File: src/capture_pkg.sv
// Overview of operation
// - Port takes 16-bit words on its own capture clock, up to 33 MHz.
// - Every accepted word that masking does not drop is written into the frame buffer memory.
// - Vertical reduction keeps one line in 2, 4 or 8; odd/even start selectable.
// - Horizontal reduction keeps one pixel in 2, 4 or 8; own odd/even choice bit, not affected by field parity.
// - Frame start pulse loads the capture base address into the address counter.
// - Line end pulse after a kept line adds the line step to line start; every line end reloads the counter.
// - Data sampled only while word valid is high; each word that reduction keeps, the FIFO has room for and masking does not drop starts a write.
// - Capture base address registers at 9C to 9E, software writable.
// - Line step register at 9F gives distance to next captured line.
// - With masking on, a pixel is written only if its mask bit is 1.
// - Mask bits fetched from base at 98-9A; enable bit in control 96.
// - Incoming words pass a 48-byte FIFO before memory writes.
// - Arbiter grants screen refresh first, capture second, others last.
package capture_pkg;

  // ****************************************************************
  // Widths and timing
  // ****************************************************************
  localparam int ADDR_W = 24;
  localparam int DATA_W = 16;
  localparam int MIDX_W = 20;
  localparam int CLK_PERIOD_NS = 5;
  localparam int LINK_MAX_MHZ = 33;
  localparam int LINK_MIN_PERIOD_NS = 1000 / LINK_MAX_MHZ;
  localparam int LINK_MIN_SAMPLES = LINK_MIN_PERIOD_NS / CLK_PERIOD_NS;
  localparam int FIFO_BYTES = 48;
  localparam int FIFO_DEPTH = FIFO_BYTES / (DATA_W / 8);
  localparam int SKID_DEPTH = 2;
  localparam logic [ADDR_W-1:0] WORD_BYTES = 24'h000002;
  localparam int STEP_SHIFT = 3;

  // ****************************************************************
  // Register indices (byte address is four times the index)
  // ****************************************************************
  localparam logic [7:0] REG_CTRL_IDX = 8'h96;
  localparam logic [7:0] REG_MBASE0_IDX = 8'h98;
  localparam logic [7:0] REG_MBASE1_IDX = 8'h99;
  localparam logic [7:0] REG_MBASE2_IDX = 8'h9a;
  localparam logic [7:0] REG_CBASE0_IDX = 8'h9c;
  localparam logic [7:0] REG_CBASE1_IDX = 8'h9d;
  localparam logic [7:0] REG_CBASE2_IDX = 8'h9e;
  localparam logic [7:0] REG_STEP_IDX = 8'h9f;
  localparam logic [7:0] REG_SCALE_IDX = 8'ha0;
  localparam logic [7:0] REG_STATUS_IDX = 8'ha1;

  // ****************************************************************
  // Field positions and reset values
  // ****************************************************************
  localparam int CTRL_MASK_EN_BIT = 0;
  localparam int CTRL_CAP_EN_BIT = 1;
  localparam int SC_VDEC_LSB = 0;
  localparam int SC_VODD_BIT = 2;
  localparam int SC_HDEC_LSB = 4;
  localparam int SC_HODD_BIT = 6;
  localparam int ST_OVF_BIT = 0;
  localparam int ST_EMPTY_BIT = 1;
  localparam int ST_FIELD_BIT = 2;
  localparam logic [7:0] REG_RST = 8'h00;

  // ****************************************************************
  // Carriers
  // ****************************************************************
  typedef struct packed {
    logic [ADDR_W-1:0] addr;
    logic [DATA_W-1:0] data;
    logic [MIDX_W-1:0] midx;
  } cap_word_t;

  typedef struct packed {
    logic frame_n;
    logic line_n;
    logic valid;
    logic field;
    logic clk;
    logic [DATA_W-1:0] data;
  } pins_t;

  typedef enum logic [1:0] {D_IDLE, D_MASK, D_WRITE} drain_t;

  // Keep one sample in 2**dec, phase shifted by odd
  function automatic logic keep_sample(input logic [2:0] cnt, input logic [1:0] dec, input logic odd);
    logic [2:0] msk;
    logic [2:0] ph;
    msk = 3'h0;
    case (dec)
      2'h1: msk = 3'h1;
      2'h2: msk = 3'h3;
      2'h3: msk = 3'h7;
      default: msk = 3'h0;
    endcase
    ph = cnt + {2'h0, odd};
    keep_sample = ((ph & msk) == 3'h0);
  endfunction : keep_sample

endpackage : capture_pkg

File: src/video_capture_port.sv
`timescale 1ns/1ps
`default_nettype none
module video_capture_port
  import capture_pkg::*;
(
  input wire logic ref_clk_i, // System clock, 200 MHz
  input wire logic rst_i, // Synchronous reset, active high
  input wire logic [7:0] avs_address_i, // Register word index
  input wire logic avs_read_i, // Read request
  input wire logic avs_write_i, // Write request
  input wire logic [31:0] avs_writedata_i, // Write data
  input wire logic [3:0] avs_byteenable_i, // Byte enables
  output logic [31:0] avs_readdata_o, // Read data
  output logic avs_waitrequest_o, // Slave not ready
  input wire logic capture_clock, // Port clock from source
  input wire logic frame_start_n, // Frame start strobe, active low
  input wire logic line_end_n, // Line end strobe, active low
  input wire logic input_word_valid, // Data valid
  input wire logic field_parity, // Field parity
  input wire logic [15:0] capture_data, // Pixel word
  input wire logic refresh_req_i, // Screen refresh wants memory
  input wire logic other_req_i, // Other requesters want memory
  input wire logic mem_ack_i, // Granted access completes
  input wire logic [7:0] mem_rdata_i, // Mask byte read data
  output logic [2:0] arb_grant_o, // Grant: 0 refresh, 1 capture, 2 other
  output logic cap_we_o, // Capture access is a write
  output logic [23:0] cap_addr_o, // Capture access byte address
  output logic [15:0] cap_wdata_o // Capture write data
);

  // ****************************************************************
  // State
  // ****************************************************************
  typedef struct packed {
    logic waitreq;
    logic [31:0] rdata;
    logic [7:0] ctrl;
    logic [23:0] mbase;
    logic [23:0] cbase;
    logic [7:0] step;
    logic [7:0] scale;
    logic ovf;
    logic clk_d;
    logic [23:0] addr;
    logic [23:0] line_start;
    logic [2:0] line_cnt;
    logic [2:0] pix_cnt;
    logic [19:0] midx;
    drain_t st;
    logic [7:0] mbyte;
    logic [23:0] maddr;
    logic mvld;
    logic [2:0] gnt;
    logic cap_we;
    logic [23:0] cap_addr;
    logic [15:0] cap_wdata;
  } state_t;

  state_t r;
  state_t n;
  pins_t pins_raw;
  pins_t pins;
  cap_word_t push_w;
  cap_word_t fifo_w;
  cap_word_t drain_w;
  logic push;
  logic fifo_in_ready;
  logic fifo_vld;
  logic skid_ready;
  logic drain_vld;
  logic pop;
  logic rise;
  logic keep_line;
  logic keep_pix;
  logic mask_en;
  logic mask_hit;
  logic mask_bit;
  logic cap_ack;
  logic [23:0] mask_byte_addr;
  logic [7:0] rd_byte;

  // ****************************************************************
  // Pin synchronisers and buffers
  // ****************************************************************
  assign pins_raw = '{frame_n: frame_start_n, line_n: line_end_n, valid: input_word_valid,
                      field: field_parity, clk: capture_clock, data: capture_data};

  pin_sync #(.W($bits(pins_t))) u_sync (
    .ref_clk_i(ref_clk_i),
    .rst_i(rst_i),
    .d_i(pins_raw),
    .q_o(pins)
  );

  word_fifo #(.W($bits(cap_word_t)), .DEPTH(FIFO_DEPTH)) u_fifo (
    .ref_clk_i(ref_clk_i),
    .rst_i(rst_i),
    .in_valid_i(push),
    .in_ready_o(fifo_in_ready),
    .in_data_i(push_w),
    .out_valid_o(fifo_vld),
    .out_ready_i(skid_ready),
    .out_data_o(fifo_w)
  );

  word_fifo #(.W($bits(cap_word_t)), .DEPTH(SKID_DEPTH)) u_skid (
    .ref_clk_i(ref_clk_i),
    .rst_i(rst_i),
    .in_valid_i(fifo_vld),
    .in_ready_o(skid_ready),
    .in_data_i(fifo_w),
    .out_valid_o(drain_vld),
    .out_ready_i(pop),
    .out_data_o(drain_w)
  );

  // ****************************************************************
  // Next state
  // ****************************************************************
  assign rise = pins.clk && !r.clk_d;
  assign keep_line = keep_sample(r.line_cnt, r.scale[SC_VDEC_LSB +: 2], r.scale[SC_VODD_BIT] ^ pins.field);
  assign keep_pix = keep_sample(r.pix_cnt, r.scale[SC_HDEC_LSB +: 2], r.scale[SC_HODD_BIT]);
  assign mask_en = r.ctrl[CTRL_MASK_EN_BIT];
  assign mask_byte_addr = r.mbase + {7'h00, drain_w.midx[19:3]};
  assign mask_hit = r.mvld && (r.maddr == mask_byte_addr);
  assign mask_bit = r.mbyte[drain_w.midx[2:0]];
  assign cap_ack = mem_ack_i && r.gnt[1];

  always_comb begin
    n = r;
    push = 1'b0;
    pop = 1'b0;
    push_w = '{addr: r.addr, data: pins.data, midx: r.midx};
    rd_byte = 8'h00;
    case (avs_address_i)
      REG_CTRL_IDX: rd_byte = r.ctrl;
      REG_MBASE0_IDX: rd_byte = r.mbase[7:0];
      REG_MBASE1_IDX: rd_byte = r.mbase[15:8];
      REG_MBASE2_IDX: rd_byte = r.mbase[23:16];
      REG_CBASE0_IDX: rd_byte = r.cbase[7:0];
      REG_CBASE1_IDX: rd_byte = r.cbase[15:8];
      REG_CBASE2_IDX: rd_byte = r.cbase[23:16];
      REG_STEP_IDX: rd_byte = r.step;
      REG_SCALE_IDX: rd_byte = r.scale;
      REG_STATUS_IDX: begin
        rd_byte[ST_OVF_BIT] = r.ovf;
        rd_byte[ST_EMPTY_BIT] = !fifo_vld && !drain_vld;
        rd_byte[ST_FIELD_BIT] = pins.field;
      end
      default: rd_byte = 8'h00;
    endcase
    // Bus: one wait cycle, then answer
    n.waitreq = 1'b1;
    if ((avs_read_i || avs_write_i) && r.waitreq) begin
      n.waitreq = 1'b0;
      n.rdata = avs_read_i ? {24'h000000, rd_byte} : 32'h00000000;
    end
    if (avs_write_i && !r.waitreq && avs_byteenable_i[0]) begin
      case (avs_address_i)
        REG_CTRL_IDX: n.ctrl = avs_writedata_i[7:0];
        REG_MBASE0_IDX: n.mbase[7:0] = avs_writedata_i[7:0];
        REG_MBASE1_IDX: n.mbase[15:8] = avs_writedata_i[7:0];
        REG_MBASE2_IDX: n.mbase[23:16] = avs_writedata_i[7:0];
        REG_CBASE0_IDX: n.cbase[7:0] = avs_writedata_i[7:0];
        REG_CBASE1_IDX: n.cbase[15:8] = avs_writedata_i[7:0];
        REG_CBASE2_IDX: n.cbase[23:16] = avs_writedata_i[7:0];
        REG_STEP_IDX: n.step = avs_writedata_i[7:0];
        REG_SCALE_IDX: n.scale = avs_writedata_i[7:0];
        REG_STATUS_IDX: n.ovf = r.ovf && !avs_writedata_i[ST_OVF_BIT];
        default: n.mvld = r.mvld;
      endcase
      n.mvld = 1'b0;
    end
    // Capture side: act once per port clock rising edge
    n.clk_d = pins.clk;
    if (rise && r.ctrl[CTRL_CAP_EN_BIT]) begin
      if (!pins.frame_n) begin
        n.addr = r.cbase;
        n.line_start = r.cbase;
        n.line_cnt = 3'h0;
        n.pix_cnt = 3'h0;
        n.midx = '0;
        n.mvld = 1'b0;
      end else if (!pins.line_n) begin
        n.line_cnt = r.line_cnt + 3'h1;
        n.pix_cnt = 3'h0;
        if (keep_line) begin
          n.line_start = r.line_start + {13'h0000, r.step, 3'h0};
          n.addr = r.line_start + {13'h0000, r.step, 3'h0};
        end else begin
          n.addr = r.line_start;
        end
      end else if (pins.valid) begin
        n.pix_cnt = r.pix_cnt + 3'h1;
        if (keep_line && keep_pix) begin
          push = 1'b1;
          n.addr = r.addr + WORD_BYTES;
          n.midx = r.midx + 20'h00001;
          if (!fifo_in_ready) begin
            n.ovf = 1'b1;
          end
        end
      end
    end
    // Drain: optional mask fetch, then frame buffer write
    case (r.st)
      D_IDLE: begin
        if (drain_vld) begin
          if (mask_en && !mask_hit) begin
            n.st = D_MASK;
            n.cap_we = 1'b0;
            n.cap_addr = mask_byte_addr;
          end else if (mask_en && !mask_bit) begin
            pop = 1'b1;
          end else begin
            n.st = D_WRITE;
            n.cap_we = 1'b1;
            n.cap_addr = drain_w.addr;
            n.cap_wdata = drain_w.data;
          end
        end
      end
      D_MASK: begin
        if (cap_ack) begin
          n.mbyte = mem_rdata_i;
          n.maddr = r.cap_addr;
          n.mvld = 1'b1;
          n.st = D_IDLE;
        end
      end
      D_WRITE: begin
        if (cap_ack) begin
          pop = 1'b1;
          n.st = D_IDLE;
          n.cap_we = 1'b0;
        end
      end
      default: n.st = D_IDLE;
    endcase
    // Arbiter: refresh, then capture, then others
    if (r.gnt == 3'b000) begin
      if (refresh_req_i) begin
        n.gnt = 3'b001;
      end else if (r.st != D_IDLE) begin
        n.gnt = 3'b010;
      end else if (other_req_i) begin
        n.gnt = 3'b100;
      end
    end else if (mem_ack_i) begin
      n.gnt = 3'b000;
    end
  end

  always_ff @(posedge ref_clk_i) begin
    if (rst_i) begin
      r <= '0;
      r.waitreq <= 1'b1;
    end else begin
      r <= n;
    end
  end

  assign avs_readdata_o = r.rdata;
  assign avs_waitrequest_o = r.waitreq;
  assign arb_grant_o = r.gnt;
  assign cap_we_o = r.cap_we;
  assign cap_addr_o = r.cap_addr;
  assign cap_wdata_o = r.cap_wdata;

  logic edge_ok;
  assign edge_ok = rise && r.ctrl[CTRL_CAP_EN_BIT];
endmodule : video_capture_port
`default_nettype wire

File: src/pin_sync.sv
`timescale 1ns/1ps
`default_nettype none
module pin_sync
  import capture_pkg::*;
#(
  parameter int W = 1
) (
  input wire logic ref_clk_i, // System clock
  input wire logic rst_i, // Synchronous reset
  input wire logic [W-1:0] d_i, // Asynchronous inputs
  output logic [W-1:0] q_o // Synchronised inputs
);

  if (W < 1) begin : g_chk
    $error("pin_sync: W must be at least 1");
  end

  typedef struct packed {
    logic [W-1:0] s1;
    logic [W-1:0] s2;
  } sync_state_t;

  sync_state_t r;
  sync_state_t n;

  always_comb begin
    n = r;
    n.s1 = d_i;
    n.s2 = r.s1;
  end

  always_ff @(posedge ref_clk_i) begin
    if (rst_i) begin
      r <= '0;
    end else begin
      r <= n;
    end
  end

  assign q_o = r.s2;

endmodule : pin_sync
`default_nettype wire

File: src/word_fifo.sv
`timescale 1ns/1ps
`default_nettype none
module word_fifo
  import capture_pkg::*;
#(
  parameter int W = 8,
  parameter int DEPTH = 2
) (
  input wire logic ref_clk_i, // System clock
  input wire logic rst_i, // Synchronous reset
  input wire logic in_valid_i, // Word offered
  output logic in_ready_o, // Space available
  input wire logic [W-1:0] in_data_i, // Word in
  output logic out_valid_o, // Word available
  input wire logic out_ready_i, // Consumer takes word
  output logic [W-1:0] out_data_o // Word out
);

  localparam int AW = (DEPTH > 1) ? $clog2(DEPTH) : 1;
  localparam int CW = $clog2(DEPTH + 1);

  if (DEPTH < 2 || W < 1) begin : g_chk
    $error("word_fifo: DEPTH must be at least 2");
  end

  typedef struct packed {
    logic [DEPTH-1:0][W-1:0] mem;
    logic [AW-1:0] rd;
    logic [AW-1:0] wr;
    logic [CW-1:0] cnt;
  } fifo_state_t;

  fifo_state_t r;
  fifo_state_t n;
  logic push;
  logic pop;

  function automatic logic [AW-1:0] wrap_inc(input logic [AW-1:0] p);
    wrap_inc = (p == AW'(DEPTH - 1)) ? '0 : p + AW'(1);
  endfunction : wrap_inc

  always_comb begin
    n = r;
    push = in_valid_i && (r.cnt != CW'(DEPTH));
    pop = out_ready_i && (r.cnt != '0);
    if (push) begin
      n.mem[r.wr] = in_data_i;
      n.wr = wrap_inc(r.wr);
    end
    if (pop) begin
      n.rd = wrap_inc(r.rd);
    end
    if (push && !pop) begin
      n.cnt = r.cnt + CW'(1);
    end else if (pop && !push) begin
      n.cnt = r.cnt - CW'(1);
    end
  end

  always_ff @(posedge ref_clk_i) begin
    if (rst_i) begin
      r <= '0;
    end else begin
      r <= n;
    end
  end

  assign in_ready_o = (r.cnt != CW'(DEPTH));
  assign out_valid_o = (r.cnt != '0);
  assign out_data_o = r.mem[r.rd];

endmodule : word_fifo
`default_nettype wire

File: config.mk
export PLATFORM = sky130hd
export DESIGN_NAME = video_capture_port
export DESIGN_NICKNAME = d
export VERILOG_FILES = /design/src/capture_pkg.sv /design/src/video_capture_port.sv /design/src/pin_sync.sv /design/src/word_fifo.sv
export SDC_FILE = /design/constraint.sdc
export NUM_CORES = 2
export LEC_CHECK = 0
export BUFFER_PORTS_ARGS = -buffer_cell sky130_fd_sc_hd__buf_2
export CORE_UTILIZATION = 55
export CTS_CLUSTER_DIAMETER = 60
export DETAILED_ROUTE_END_ITERATION = 6
export PLACE_DENSITY_LB_ADDON = 0.3
export SETUP_SLACK_MARGIN = 0.1
export SYNTH_ARGS = -nofsm -noshare
export SYNTH_HDL_FRONTEND = slang
export SYNTH_HIERARCHICAL = 1
export SYNTH_SLANG_ARGS = --single-unit
File: constraint.sdc
create_clock -name ref_clk_i -period 13.1 [get_ports ref_clk_i]
set_input_delay 1.31 -clock ref_clk_i [delete_from_list [all_inputs] [get_ports ref_clk_i]]
set_output_delay 1.31 -clock ref_clk_i [all_outputs]
set_load 0.005 [all_outputs]
==> flow_metrics.py <==
metrics = {
    "logic_synthesis": {
        "syn_area_per_cell_um2": 8.16,
        "ys_seq_area_share_pct": 44.5,
        "synth_top_family_by_area": "simple AND/OR/NAND/NOR gates",
        "synth_compound_area_share_pct": 15.7,
        "synth.top_cells.by_count": "3134 x nand2_1, 1857 x dfxtp_1, 1598 x a21oi_1",
        "synthMuxAreaShare_pct": 11.7,
        "synth_top_cell_by_area": "dfxtp_1",
        "yosysUniqueCellTypes": 90,
        "synth.area.top_cells": "dfxtp_1 45%, nand2_1 14%, a21oi_1 9.6%",
        "syn_area_mm2": 0.0835,
        "synthCells": 10200,
        "synthSimpleGateAreaFrac_pct": 20.2,
        "yosysMostFrequentCell": "nand2_1",
        "yosysWarnings": 6,
        "ys_async_sr_fraction_pct": 0,
        "synthXorXnorAreaFrac_pct": 1.14,
        "synth-seq-cells": 1857,
        "synthAdderAreaFrac_pct": 0.732,
        "synth_top_area_share_pct": 44.5,
        "yosys_most_used_dff": "dfxtp_1",
        "synth_edf_count": 0,
    },
    "sta": {
        "setup_viol": 0,
        "rsz0062_at_grt": "no",
        "finalHoldViolations": 0,
        "slew_headroom_pct": 11.0,
        "fmax_mhz": 162,
        "post-route-period-util_pct": 47.1,
        "worstMarginPinSlew_ps": 1340,
        "slew_violations": 0,
        "setup_slack_ps": 6920,
        "tns_ps": 0,
        "min_period_ps": 6180,
        "clock_skew_ps": 34.2,
    },
    "finish": {
        "drive_gt1_share_pct": 7.62,
        "fill_cells": 13100,
        "fin_util_pct": 59.5,
        "stdcell_count": 11800,
        "area_growth_pct": 7.18,
        "stdcell_area_mm2": 0.0895,
        "nets": 9789,
    },
    "clocking": {
        "cts.htree.levels": 4,
        "cts.clk_slew.worst_paths_ps": 60,
        "cts_buffers": 187,
        "hold_buffers": 0,
        "clk_latency_ps": 830,
        "cts_max_path_buffers": 3,
        "cts_resized": 0,
        "post-cts-setup-buffers": 0,
        "cts.sinks": 1857,
        "clockRootBuffer": "clkbuf_16",
        "cts_tree": "built",
    },
    "global_routing": {
        "groute.usage.overall_pct": 35.6,
        "grt_pass1_vias": 69600,
        "grt_max_degree": 198,
        "grt_pass1_wl_mm": 418,
        "antenna_found_initial": 13,
        "overflow": 0,
    },
    "routing": {
        "routed_via_density": 6.26,
        "drc": 11,
        "dr.pass1.iters": 7,
        "wl_mm": 283,
        "vias": 74100,
        "drt_iter0_drc": 9140,
        "drtAntennaViolNets": 0,
        "wl_per_cell_um": 23.9,
    },
    "power_and_ir_drop": {
        "p_clk_share_pct": 39.4,
        "ir_drop_mv": 0.220,
        "p_seq_share_pct": 42.6,
        "power_leakage_nw": 29.5,
        "p_per_area_mw_per_mm2": 156,
        "p_int_w": 0.00981,
        "p_sw_w": 0.00414,
        "pwr-share-comb_pct": 18.0,
        "p_sw_share_pct": 29.7,
    },
    "placement": {
        "io_buffers": 105,
        "placed_area_mm2": 0.0831,
        "dp_cells": 11500,
        "gp_congestion": 0.919,
        "place_worst_setup_slack_ps": 7020,
        "hpwl_mm": 155,
    },
    "critical_path": {
        "worstSetupPathType": "flip-flop to flip-flop",
        "arrival_ps": 6920,
        "crit_fanout": 61,
        "end_kind": "flip-flop",
        "cp.required_ps": 13840,
        "cp-start-kind": "flip-flop",
    },
    "die": {
        "die_h_um": 392,
        "dieArea_mm2": 0.153,
        "io_pins": 157,
        "core_area_mm2": 0.150,
        "start_util_pct": 55.5,
        "die_w_um": 392,
        "rows": 142,
    },
    "flow_run": {
        "maxCapViolations": 0,
    },
    "min_path": {
        "hold_path.class": "flip-flop to flip-flop",
    },
    "status": {
        "violations": "DRC",
        "status": "finished, violations left",
    },
}
-- metrics by stage --
step | hold WS (ps) | total power (W)
global placement | 421 | 0.00847
finish | 441 | 0.0139
global route | 462 | 0.0143
detailed placement | 431 | 0.00849
CTS | 444 | 0.0139
floorplan | 414 | 0.00778
-- flip-flops by register name (all words and copies together) (netlist names) --
name               cells
u_sync/q_o            21
avs_waitrequest_o      1
mask_en                1
avs_readdata_o         8
cap_we_o               1
cap_wdata_o           16
cap_addr_o            24
u_skid/r             124
u_sync/n              21
push_w                44
arb_grant_o            3
u_fifo/r            1455
r                    138
-- routing by layer --
layer / vias up / global-route usage [%] / share of wire (%)
li1: 33300 / - / -
met1: 35400 / 44.8 / 37
met2: 4313 / 54.9 / 44
met3: 1051 / 9.05 / 12
met4: 8 / 21.8 / 6.4
met5: - / 0 / 0.022
-- logic make-up (layout without fill, tap and decap cells) --
family          after synthesis  in the layout
simple gates               4027           4027
compound gates             2331           2331
flops                      1857           1857
buf+inv                    1048            601
mux                         816            816
xor+xnor                    102            102
fa+ha+maj                    47             47
other cells                   1             39
-- placed cells by master (no fill, tap or decap), types with 17 or more instances in the layout --
cell and n:
o211ai_1 23, nand2b_1 130, ha_1 44, or3_1 29, clkbuf_1 39, inv_1 39, nor3_1 44, conb_1 24
nor2_1 191, mux2i_1 630, clkbuf_16 191, o21ai_1 65, mux4_2 122, clkbuf_8 50, nand4_1 21, nand3_1 233
nand3_4 25, a21oi_1 1597, and3_1 18, o21ai_0 150, dfxtp_1 1853, xor2_1 52, a22oi_1 323, a31oi_1 23
a21o_1 18, buf_2 104, nand2_1 3134, buf_4 115, clkinv_2 17, nor2b_1 115, mux2_1 60, and3_4 20
xnor2_1 46
-- worst max-delay path: stages (launching register included) --
cell and delay (ps):
dfxtp_2 310, buf_4 680, mux2_1 280, ha_1 180
inv_1 60, fa_1 390, nand2b_1 190, a211oi_2 420
nor2_1 170, mux2i_1 150, a2111oi_0 440, nand4_1 180
or4_1 560, nor4_4 230, buf_4 490, nand4bb_1 160
a21oi_1 170, o21ai_0 150, ha_1 340, or3_1 350
a21oi_1 140
-- power by group through the flow --
stage / Clock [W] / Sequential, W / Combinational [W]
after floorplan: 0 / 0.00595 / 0.00182
after global placement: 0 / 0.00605 / 0.00242
after detailed placement: 0 / 0.00606 / 0.00243
after CTS: 0.00551 / 0.00593 / 0.00245
after global routing: 0.00575 / 0.00595 / 0.00262
final: 0.00549 / 0.00594 / 0.00252
-- final timing paths --
kind,startpoint,endpoint,cells past startpoint,slack (ps)
min reg2reg,u_sync/n[2],u_sync/q_o[2],1,440
max,u_skid/r[3],u_skid/r[1],20,6920
max reg2reg,u_skid/r[3],u_skid/r[1],20,6920
min,u_sync/n[2],u_sync/q_o[2],1,440
-- cell type report --
class                      instances  area (um2)  area share [%]
clock inverter                    52         686           0.766
multi-input combinational       7347       41700            46.6
tap                             2016        2520            2.82
inverter                          42         160           0.179
antenna                           15        37.5          0.0420
sequential                      1857       37200            41.6
clock buffer                     280        5610            6.28
timing repair buffer             227        1540            1.73
Power figures use the tool's default switching activity.
